==> src/hdl/acs_pkg.sv <==
/*
 * Shared constants and types of the converter serial port pair.
 * Assumes a 125 MHz pclk on both ends; times are converted to cycles here.
 */
package acs_pkg;
  // ****************************************
  // Configuration word layout
  // ****************************************
  localparam int CFG_W = 14;
  localparam int RES_W = 16;
  localparam int OUT_W = RES_W + CFG_W + 1;
  localparam int UPD_BIT = 13;
  localparam int INPUT_CONFIG_FIELD_MSB = 12;
  localparam int INPUT_CONFIG_FIELD_LSB = 10;
  localparam int CHAN_MSB = 9;
  localparam int CHAN_LSB = 7;
  localparam int BW_BIT = 6;
  localparam int REF_MSB = 5;
  localparam int REF_LSB = 3;
  localparam int SEQ_MSB = 2;
  localparam int SEQ_LSB = 1;
  localparam int RBD_BIT = 0;
  localparam logic [CFG_W-1:0] CFG_RESET = 14'h0000;
  localparam logic [CFG_W-1:0] CFG_DEFAULT = 14'h3fff;
  // ****************************************
  // Timing
  // ****************************************
  localparam int PCLK_NS = 8;
  localparam int CONV_TIME_NS = 4000;
  localparam int CONV_CYC = CONV_TIME_NS / PCLK_NS;
  localparam int CNV_HIGH_NS = 40;
  localparam int CNV_HIGH_CYC = (CNV_HIGH_NS + PCLK_NS - 1) / PCLK_NS;
  localparam int SCK_PERIOD_NS = 160;
  localparam int SCK_HALF_CYC = (SCK_PERIOD_NS / 2 + PCLK_NS - 1) / PCLK_NS;
  localparam int WAIT_MARGIN_CYC = 8;
  localparam int BURST1_BITS = 16;
  // ****************************************
  // Host registers on APB
  // ****************************************
  localparam logic [7:0] REG_CTRL = 8'h00;
  localparam logic [7:0] REG_TXCFG = 8'h04;
  localparam logic [7:0] REG_STATUS = 8'h08;
  localparam logic [7:0] REG_RESULT = 8'h0c;
  localparam logic [7:0] REG_RBCFG = 8'h10;
  localparam int CTRL_START = 0;
  localparam int CTRL_PRELOAD = 1;
  localparam int CTRL_RB = 2;
  localparam int STAT_BUSY = 0;
  localparam int STAT_DONE = 1;
  localparam int STAT_VALID = 2;
  // ****************************************
  // Types
  // ****************************************
  typedef enum logic [2:0] {
    IM_BIPOLAR_PAIRS = 3'h0,
    IM_PSEUDO_BIPOLAR = 3'h1,
    IM_TEMP_SENSOR = 3'h2,
    IM_UNIPOLAR_PAIRS = 3'h3,
    IM_PSEUDO_DIFF = 3'h4,
    IM_SINGLE_ENDED = 3'h5
  } acs_input_mode_type;
  typedef enum logic [2:0] {
    HS_IDLE = 3'h0,
    HS_BURST1 = 3'h1,
    HS_CNV_HIGH = 3'h2,
    HS_BURST2 = 3'h3,
    HS_WAIT = 3'h4
  } acs_host_state_type;
  // Maps the input configuration field to a mode
  function automatic acs_input_mode_type acs_decode_input(input logic [2:0] f);
    acs_input_mode_type m;
    m = IM_SINGLE_ENDED;
    if (f[2:1] == 2'h0) m = IM_BIPOLAR_PAIRS;
    else if (f == 3'h2) m = IM_PSEUDO_BIPOLAR;
    else if (f == 3'h3) m = IM_TEMP_SENSOR;
    else if (f[2:1] == 2'h2) m = IM_UNIPOLAR_PAIRS;
    else if (f == 3'h6) m = IM_PSEUDO_DIFF;
    return m;
  endfunction
endpackage

==> src/hdl/acs_link_if.sv <==
/*
 * Four-wire link between the converter end and the host end.
 * Assumes the bench joins both modports; all wires are one-way.
 */
`timescale 1ns/1ps
interface acs_link_if;
  logic convert_strobe;
  logic sclk;
  logic sdi;
  logic sdo;
  modport dev(input convert_strobe, input sclk, input sdi, output sdo);
  modport host(output convert_strobe, output sclk, output sdi, input sdo);
endinterface

==> src/hdl/acs_host.sv <==
/*
 * Host end: APB slave registers and a sequencer that runs one spanning
 * access per start: burst, strobe pulse, second burst if bits remain, wait for conversion end.
 * Assumes APB on pclk and the converter on the other side of the link.
 */
`timescale 1ns/1ps
module acs_host
  import acs_pkg::*;
#(
  parameter int HALF_P = SCK_HALF_CYC,
  parameter int B1_P = BURST1_BITS,
  parameter int WAIT_P = CONV_CYC + WAIT_MARGIN_CYC
) (
  input logic pclk, // System clock
  input logic presetn, // Async reset
  acs_link_if.host link, // Serial link
  input logic psel, // APB select
  input logic penable, // APB enable
  input logic pwrite, // APB write
  input logic [7:0] paddr, // APB address
  input logic [31:0] pwdata, // APB write data
  output logic [31:0] prdata_q, // APB read data
  output logic pready_q, // APB ready
  output logic pslverr_q // APB error
);
  // ****************************************
  // Parameter check
  // ****************************************
  if (HALF_P < 7 || B1_P < 1 || B1_P > 30 || WAIT_P > 4095) begin : g_chk
    $error("acs_host parameter out of range");
  end

  // ****************************************
  // APB slave
  // ****************************************
  acs_host_state_type st_q;
  logic preload_q, rb_q, done_q;
  logic [1:0] nconv_q;
  logic [CFG_W-1:0] txcfg_q, rbcfg_q;
  logic [RES_W-1:0] result_q;
  wire busy = (st_q != HS_IDLE);
  wire acc = psel & penable;
  wire wr_now = acc & pready_q & pwrite;
  wire hit_ctrl = (paddr == REG_CTRL);
  wire hit_tx = (paddr == REG_TXCFG);
  wire hit_st = (paddr == REG_STATUS);
  wire hit_res = (paddr == REG_RESULT);
  wire hit_rb = (paddr == REG_RBCFG);
  wire mapped = hit_ctrl | hit_tx | hit_st | hit_res | hit_rb;
  wire [31:0] status_w = {29'h0, nconv_q == 2'h2, done_q, busy};
  wire [31:0] ctrl_w = {29'h0, rb_q, preload_q, 1'b0};
  wire [31:0] rd_mux = hit_ctrl ? ctrl_w
                     : hit_tx ? {18'h0, txcfg_q}
                     : hit_st ? status_w
                     : hit_res ? {16'h0, result_q}
                     : hit_rb ? {18'h0, rbcfg_q} : 32'h0;
  wire start = wr_now & hit_ctrl & pwdata[CTRL_START] & ~busy;

  // One wait state, then ready with data or error
  always_ff @(posedge pclk or negedge presetn) begin
    if (!presetn) begin
      pready_q <= 1'b0;
      prdata_q <= 32'h0;
      pslverr_q <= 1'b0;
    end else begin
      pready_q <= acc & ~pready_q;
      prdata_q <= (acc & ~pready_q & ~pwrite) ? rd_mux : 32'h0;
      pslverr_q <= acc & ~pready_q & ~mapped;
    end
  end

  // Register writes take effect at the ready edge
  always_ff @(posedge pclk or negedge presetn) begin
    if (!presetn) begin
      txcfg_q <= CFG_DEFAULT;
      preload_q <= 1'b0;
      rb_q <= 1'b0;
    end else if (wr_now && hit_tx) begin
      txcfg_q <= pwdata[CFG_W-1:0];
    end else if (wr_now && hit_ctrl && !busy) begin
      preload_q <= pwdata[CTRL_PRELOAD];
      rb_q <= pwdata[CTRL_RB];
    end
  end

  // ****************************************
  // Link sequencer
  // ****************************************
  logic sdo_meta_q, sdo_s_q;
  logic cnv_q, sck_q, sdi_q;
  logic [7:0] ph_q;
  logic [4:0] bit_q;
  logic [11:0] cnt_q;
  logic [CFG_W-1:0] tx_q;
  logic [OUT_W-2:0] rx_q;
  wire [4:0] total = rb_q ? 5'(RES_W + CFG_W) : 5'(RES_W);
  wire [4:0] b1_end = (5'(B1_P) < total) ? 5'(B1_P) : total;
  wire in_burst = (st_q == HS_BURST1) | (st_q == HS_BURST2);
  wire half_done = (ph_q == 8'(HALF_P - 1));
  wire bit_end = in_burst & half_done & sck_q;
  wire [4:0] bit_nx = bit_q + 5'h1;
  // Strobe rises only after a half period of quiet sclk
  wire cnv_on = (st_q == HS_CNV_HIGH) & ~cnv_q & (cnt_q == 12'(HALF_P - 1));
  wire cnv_end = cnv_q & (cnt_q == 12'(CNV_HIGH_CYC - 1));
  wire wait_end = (cnt_q == 12'(WAIT_P - 1));

  // Data out pin passes two flops
  always_ff @(posedge pclk or negedge presetn) begin
    if (!presetn) begin
      sdo_meta_q <= 1'b0;
      sdo_s_q <= 1'b0;
    end else begin
      sdo_meta_q <= link.sdo;
      sdo_s_q <= sdo_meta_q;
    end
  end

  // State flow: bursts only while the strobe is low
  always_ff @(posedge pclk or negedge presetn) begin
    if (!presetn) begin
      st_q <= HS_IDLE;
      cnv_q <= 1'b0;
    end else begin
      case (st_q)
        HS_IDLE: begin
          if (start) st_q <= HS_BURST1;
        end
        HS_BURST1: begin
          if (bit_end && bit_nx == b1_end) begin
            st_q <= HS_CNV_HIGH;
          end
        end
        HS_CNV_HIGH: begin
          if (cnv_on) cnv_q <= 1'b1;
          if (cnv_end) begin
            cnv_q <= 1'b0;
            st_q <= (bit_q == total) ? HS_WAIT : HS_BURST2;
          end
        end
        HS_BURST2: begin
          if (bit_end && bit_nx == total) st_q <= HS_WAIT;
        end
        HS_WAIT: begin
          if (wait_end) st_q <= HS_IDLE;
        end
        default: st_q <= HS_IDLE;
      endcase
    end
  end

  // Cycle count from the strobe rise to the conversion end
  always_ff @(posedge pclk or negedge presetn) begin
    if (!presetn) begin
      cnt_q <= 12'h0;
    end else if (st_q == HS_IDLE || st_q == HS_BURST1 || cnv_on) begin
      cnt_q <= 12'h0;
    end else begin
      cnt_q <= cnt_q + 12'h1;
    end
  end

  // Serial clock divider; data out sampled on rising edges
  always_ff @(posedge pclk or negedge presetn) begin
    if (!presetn) begin
      ph_q <= 8'h0;
      sck_q <= 1'b0;
      bit_q <= 5'h0;
      rx_q <= '0;
    end else if (start) begin
      ph_q <= 8'h0;
      bit_q <= 5'h0;
    end else if (in_burst) begin
      ph_q <= half_done ? 8'h0 : ph_q + 8'h1;
      if (half_done) sck_q <= ~sck_q;
      if (half_done && !sck_q) rx_q <= {rx_q[OUT_W-3:0], sdo_s_q};
      if (bit_end) bit_q <= bit_nx;
    end else begin
      ph_q <= 8'h0;
    end
  end

  // Word out MSB first, changed while the clock is low;
  // preload holds data high for the whole access
  always_ff @(posedge pclk or negedge presetn) begin
    if (!presetn) begin
      tx_q <= '0;
      sdi_q <= 1'b0;
    end else begin
      if (start) tx_q <= txcfg_q;
      else if (bit_end) tx_q <= {tx_q[CFG_W-2:0], 1'b0};
      sdi_q <= preload_q | tx_q[CFG_W-1];
    end
  end

  // Results and flags at the end of each access
  always_ff @(posedge pclk or negedge presetn) begin
    if (!presetn) begin
      done_q <= 1'b0;
      nconv_q <= 2'h0;
      result_q <= '0;
      rbcfg_q <= '0;
    end else if (st_q == HS_WAIT && wait_end) begin
      done_q <= 1'b1;
      if (nconv_q != 2'h2) nconv_q <= nconv_q + 2'h1;
      result_q <= rb_q ? rx_q[OUT_W-2:CFG_W] : rx_q[RES_W-1:0];
      rbcfg_q <= rb_q ? rx_q[CFG_W-1:0] : '0;
    end else if (start) begin
      done_q <= 1'b0;
    end
  end

  assign link.convert_strobe = cnv_q;
  assign link.sclk = sck_q;
  assign link.sdi = sdi_q;
endmodule

==> src/flat_wrapper.sv <==
// flat-port wrapper written by rule: the top's interface ports become plain ports
module acs_host_flat import acs_pkg::*;
#(
  parameter int HALF_P = SCK_HALF_CYC,
  parameter int B1_P = BURST1_BITS,
  parameter int WAIT_P = CONV_CYC + WAIT_MARGIN_CYC
)
  (pclk, presetn, psel, penable, pwrite, paddr, pwdata, prdata_q, pready_q, pslverr_q, link_convert_strobe, link_sclk, link_sdi, link_sdo);
  acs_link_if link_i ();
  input logic pclk;
  input logic presetn;
  input logic psel;
  input logic penable;
  input logic pwrite;
  input logic [7:0] paddr;
  input logic [31:0] pwdata;
  output logic [31:0] prdata_q;
  output logic pready_q;
  output logic pslverr_q;
  output wire logic [$bits(link_i.convert_strobe)-1:0] link_convert_strobe;
  output wire logic [$bits(link_i.sclk)-1:0] link_sclk;
  output wire logic [$bits(link_i.sdi)-1:0] link_sdi;
  input wire logic [$bits(link_i.sdo)-1:0] link_sdo;
  assign link_convert_strobe = link_i.convert_strobe;
  assign link_sclk = link_i.sclk;
  assign link_sdi = link_i.sdi;
  assign link_i.sdo = link_sdo;
  acs_host #(.HALF_P(HALF_P), .B1_P(B1_P), .WAIT_P(WAIT_P)) u_core (.pclk(pclk), .presetn(presetn), .link(link_i), .psel(psel), .penable(penable), .pwrite(pwrite), .paddr(paddr), .pwdata(pwdata), .prdata_q(prdata_q), .pready_q(pready_q), .pslverr_q(pslverr_q));
endmodule
==> config.mk <==
export PLATFORM = sky130hd
export DESIGN_NAME = acs_host_flat
export DESIGN_NICKNAME = d
export VERILOG_FILES = /design/src/hdl/acs_pkg.sv /design/src/hdl/acs_link_if.sv /design/src/hdl/acs_host.sv /design/src/flat_wrapper.sv
export SDC_FILE = /design/constraint.sdc
export NUM_CORES = 1
export LEC_CHECK = 0
export ABC_AREA = 1
export BUFFER_PORTS_ARGS = -buffer_cell sky130_fd_sc_hd__clkbuf_2
export CAP_MARGIN = 40
export CORE_MARGIN = 1.5
export CORE_UTILIZATION = 35
export DETAILED_ROUTE_END_ITERATION = 16
export SYNTH_ARGS = -nofsm -noshare
export SYNTH_HDL_FRONTEND = slang
export SYNTH_SLANG_ARGS = --single-unit
==> constraint.sdc <==
create_clock -name pclk -period 2.9 [get_ports pclk]
set_clock_uncertainty 0.15 [all_clocks]
set_input_delay 0.29 -clock pclk [delete_from_list [all_inputs] [get_ports pclk]]
set_output_delay 0.29 -clock pclk [all_outputs]
set_load 0.02 [all_outputs]
# Word-level counts from Yosys, hierarchy flattened
# Index checks and enable logic that the tools add are counted.
# Widths: inputs -> output; s select.
# op_classes
n_mux	30
mul	0
n_eq_ne	22
n_div	0
order_cmp	1
n_addsub	4
shift	0
bitwise_logic	28
reduce_logical	25
# op_table
operator	count
$mux 32	5
$mux 14	4
$eq 8x4->1 const B	3
$mux 8	3
$mux 5	4
$mux 3	6
$mux 16	1
$eq 5x5->1	3
$pmux 3 s5	1
$and 1x1->1	14
$add 12x1->12 const B	1
$eq 12x3->1 const B	1
$eq 12x4->1 const B	1
$eq 12x9->1 const B	1
$mux 12	1
$add 8x1->8 const B	1
$eq 8x3->1 const B	1
$eq 8x5->1 const B	1
$logic_not 8->1	1
$not 1->1	8
$reduce_and 2->1	4
$reduce_bool 2->1	4
$logic_and 1x1->1	7
$eq 3x2->1 const B	2
other kinds (17)	32
# word_totals
in_bits	46
romBits	0
regBits	160
word_cells	131
memories	0
ramBits	0
latch_bits	0

# Logic depth before layout (Yosys ltp)
# logic_depth
ltp_word	8
depth_mapped	12
depth_no_buf	12

# Worst setup path before layout
# OpenSTA, ideal clock, no wires.
# synth_timing
kind	register to register
startpoint	register u_core.ph_q[1]
endpoint	register u_core.rx_q[0]
stages_incl_launch_ff	10
t_required_ps	2625
arrival_ps	1681
setup_ps	125
path_buffers	2
setup_slack_ps	944
synth_period_minus_slack_ps	1956
cell_sequence	dfrtp_1 > inv_1 > ha_1 > nand3b_1 > nor2_4 > nand2_1 > or2_1 > buf_6 > buf_6 > mux2_4
# synth_between
elab_chain_len	3
# synth_lines
item	line	source
start: declaration	acs_host.sv:91	logic [7:0] ph_q;
start signal: assignment	acs_host.sv:173	ph_q <= half_done ? 8'h0 : ph_q + 8'h1;
$eq 8x4->1	acs_host.sv:99	wire half_done = (ph_q == 8'(HALF_P - 1));
$logic_and 1x1->1	acs_host.sv:175	if (half_done && !sck_q) rx_q <= {rx_q[OUT_W-3:0], sdo_s_q};
$reduce_and 3->1 (no line)	-	
end signal: assignment	acs_host.sv:175	
end: declaration	acs_host.sv:95	logic [OUT_W-2:0] rx_q;
# Every way passes these cells.
# A chain may end at the register's enable or synchronous reset.

# Worst setup path in the final report
# layout_timing
startpoint	register u_core.ph_q[1]
endpoint	register u_core.tx_q[13]
# layout_between
elab_chain_len	4
# layout_lines
item	line	source
$eq 8x4->1	acs_host.sv:99	
$and 1x1->1 (2 in series)	acs_host.sv:100	wire bit_end = in_burst & half_done & sck_q;
$reduce_bool 2->1 (no line)	-	
end signal: assignment	acs_host.sv:189	if (start) tx_q <= txcfg_q;
end signal: assignment	acs_host.sv:190	else if (bit_end) tx_q <= {tx_q[CFG_W-2:0], 1'b0};
end: declaration	acs_host.sv:94	logic [CFG_W-1:0] tx_q;
# Every way passes these cells.

==> summary.txt <==
Status
  • Status: completed

Yosys
  • Average cell area after synthesis: 8.471 µm²
  • Largest family of logic cells by synthesized area: simple AND/OR/NAND/NOR gates
  • Mux cell area share after synthesis: 0.002241
  • Asr flop ratio synth: 1.000
  • Synth Area in Simple Gates: 0.2099
  • Post-Synth Adder-Cell Area: 0.01494
  • Sequential element share of the synthesized area: 0.5404
  • Mapped Cells: 791
  • Synth Area in Compound Gates: 0.1225
  • Post-synthesis cell type count: 35
  • Post-synth EDFFs: 0
  • Top FF cell, synth: dfrtp_1
  • Xor/xnor cell area share of the yosys netlist: 0.01176
  • Post-Syn Area: 6700 µm²
  • Yosys reg bits: 144
  • Synth warn: 0

Final layout
  • Layout cell share with drive strength beyond 1: 0.1349
  • Fill cells: 1,862
  • Design area: 7963 µm²
  • Final non-filler cell total: 1,109
  • Area Growth Syn to Fin: 18.84%
  • # diodes: 0
  • Nets: 916

Timing
  • Max Freq: 432.9 MHz
  • Slew Limit Fails: 0
  • Worst slew pin tran: 545.7 ps
  • Final min period: 2310 ps
  • Setup tns final: 0 ps
  • Worst rel slew slack: 0.6362
  • RSZ-0062 raised after global routing: false
  • Fin Hold WS: 57.36 ps
  • # setup viols final: 0
  • Final period utilization: 0.7966
  • Fin. Hold Viols: 0

Global route
  • Initial antenna violation count: 0
  • Global-route wire length before repair: 24,750 µm
  • Remaining Overflow, GRT: 0
  • Number of global-route vias before repair: 4,792
  • Pin count of the biggest net entering global routing: 62
  • Total GRT Usage: 0.1570

Clocking
  • Clk_lat worst skew: 430 ps
  • Num CTS Buffers: 17
  • Clock root buffer master: clkbuf_16
  • Clock Tree Buf Depth: 2
  • Worst-path clk slew: 60 ps
  • # clock sinks: 144
  • Max H-tree Level: 4
  • CTS tree: yes

Critical path
  • CP Launch Type: register
  • Crit path kind: reg -> reg
  • WP data arrival: 2450 ps
  • CP max-delay cell: nand3_1
  • CP top delay family: simple AND/OR/NAND/NOR gates
  • Critical Path Max Stage Delay: 400 ps
  • WP buf/inv: 2
  • Worst endpoint required time: 3040 ps
  • Worst path cell trace: inv_1 > ha_1 > nand3b_1 > nor2_4 > nand3_1 > nand2_2 > inv_2 > nand2_1 > o221ai_1
  • Worst Setup End Kind: register
  • Largest fanout on the critical path: 11

Die
  • Die W: 141.4 µm
  • Die area: 19,980 µm²
  • Rows: 50
  • Core area: 18,770 µm²
  • Die H: 141.4 µm
  • Boundary Pins: 83
  • Initial core utilization: 0.3570

Detailed routing
  • DRC errors left: 0
  • Final wirelength: 14,500 µm
  • DRT antenna net count: 0
  • Drt first pass iters: 5
  • DRC marker count from the first detailed-route iteration: 309
  • DR WL/cell: 13.08 µm
  • Routed via count: 5,210
  • Vias/cell: 4.698

Power
  • P_leak: 3.797 nW
  • P per Cell Area: 541.5 nW/µm²
  • Worst vdd ir: 0.3633 mV
  • Overall power: 4.312 mW

Place
  • Post-DP Area: 7192 µm²
  • Post-detailed-placement half-perimeter wirelength: 10,110 µm
  • RePlAce Congestion: 0.8271
  • Inst Count DP: 1,059
  • Number of port buffers: 48

Worst hold path
  • Hold Crit Class: in -> reg

Job
  • Reported max-cap violation count: 0
## path summary, 6_finish.rpt
| check | startpoint | to | slack [ps] | cells past startpoint |
|---|---|---|---|---|
| min reg2reg | u_core.sdo_meta_q$_DFF_PN0_ | u_core.sdo_s_q$_DFF_PN0_ | 210 | 0 |
| max in group asynchronous | presetn | u_core.rbcfg_q[2]$_DFFE_PN0P_ | 1590 | 3 |
| max reg2reg | u_core.ph_q[1]$_DFF_PN0_ | u_core.tx_q[13]$_DFFE_PN0P_ | 590 | 9 |
| max | u_core.ph_q[1]$_DFF_PN0_ | u_core.tx_q[13]$_DFFE_PN0P_ | 590 | 9 |
| min | pwrite | u_core.prdata_q[2]$_DFF_PN0_ | 60 | 4 |
| min in group asynchronous | presetn | u_core.nconv_q[1]$_DFFE_PN0P_ | 250 | 2 |
## state kept, by name, indices dropped and copies added, names as in the netlist, 2 cells and up
name	cells
u_core.txcfg_q	14
u_core.st_q	3
u_core.tx_q	14
u_core.prdata_q	16
u_core.cnt_q	12
u_core.rbcfg_q	14
u_core.bit_q	5
u_core.rx_q	30
u_core.nconv_q	2
u_core.result_q	16
u_core.ph_q	8
## cell usage after synthesis (2+ instances only)
library cell	instances	area [µm²]
nor3b_1	3	22.52
nand2_1	198	743.2
a31oi_1	2	12.51
inv_1	104	390.4
buf_4	16	120.1
o21ai_0	79	395.4
dfstp_2	14	367.9
nor2_1	60	225.2
nand4_1	13	81.33
o211ai_1	11	82.58
inv_2	2	7.510
or2_2	4	25.02
clkbuf_1	27	101.4
o31ai_1	14	105.1
a21oi_1	24	120.1
xnor2_1	4	35.03
xor2_1	5	43.79
buf_6	2	22.52
or2_1	2	12.51
dfrtp_1	130	3253
o221ai_1	12	105.1
ha_1	8	100.1
nor3_1	14	70.07
nand3_1	31	155.2
clkinv_1	2	7.510
## cell usage in the layout (no fill, tap or decap), types with 5 or more instances in the layout
cell and count:
dfstp_2 14, dfrtp_1 130, o21ai_0 79, nand4_1 13
clkbuf_8 5, nor3_1 14, clkbuf_2 47, clkbuf_1 5
o221ai_1 12, nand2_1 198, clkbuf_16 17, nand3_1 30
o211ai_1 11, ha_1 8, dlygate4sd3_1 18, nor2_1 60
buf_4 16, xor2_1 5, o31ai_1 14, conb_1 16
inv_1 104, a21oi_1 24
## logic make-up (layout without fill, tap and decap cells)
logic type,Yosys count,in the layout
compound gates,142,142
xor+xnor,9,9
fa+ha+maj,8,8
buf+inv,154,223
flops,144,144
mux,1,1
other cells,1,16
simple gates,332,332
## metrics by stage
stage               utilization  setup WS (ps)
finish                   0.4243          589.7
global route             0.4243          402.8
CTS                      0.4243          621.3
detailed placement       0.3832          625.5
global placement         0.3832          648.0
floorplan                     -          944.1
## routing by layer
layer | routed length (µm) | track usage | vias to the layer above
met4 | 277 | 0.06634 | 0
met3 | 475 | 0.03206 | 18
met5 | 0 | 0 | -
met1 | 7315 | 0.2232 | 2425
met2 | 6433 | 0.2327 | 98
li1 | - | - | 2669
## report_power, final
| group | leakage [nW] | switching (mW) | internal (mW) |
|---|---|---|---|
| clock network | 0.288 | 0.794 | 1.38 |
| registers | 1.83 | 0.00131 | 2.02 |
| logic | 1.68 | 0.0832 | 0.0397 |
| total | 3.80 | 0.879 | 3.43 |
## area by class of cell
class / count / area, µm² / area share
clock buffer: 27 / 513.0 / 0.06442
multi-input combinational: 508 / 2486 / 0.3122
tap: 234 / 292.8 / 0.03677
inverter: 108 / 405.4 / 0.05091
clock inverter: 5 / 77.57 / 0.009742
sequential: 144 / 3621 / 0.4547
timing repair buffer: 83 / 566.8 / 0.07118
## timing repair
item	in CTS	in global routing
endpoints found under the hold margin	61	0
buffers inserted	0	0
resized for setup	0	0
hold buffers	18	0
## worst reg2reg max path, stage by stage (launching register included)
cell,delay (ps)
dfrtp_1,370
inv_1,70
ha_1,140
nand3b_1,140
nor2_4,270
nand3_1,400
nand2_2,340
inv_2,110
nand2_1,70
o221ai_1,110
No activity file was read; power rests on OpenSTA's default activity.
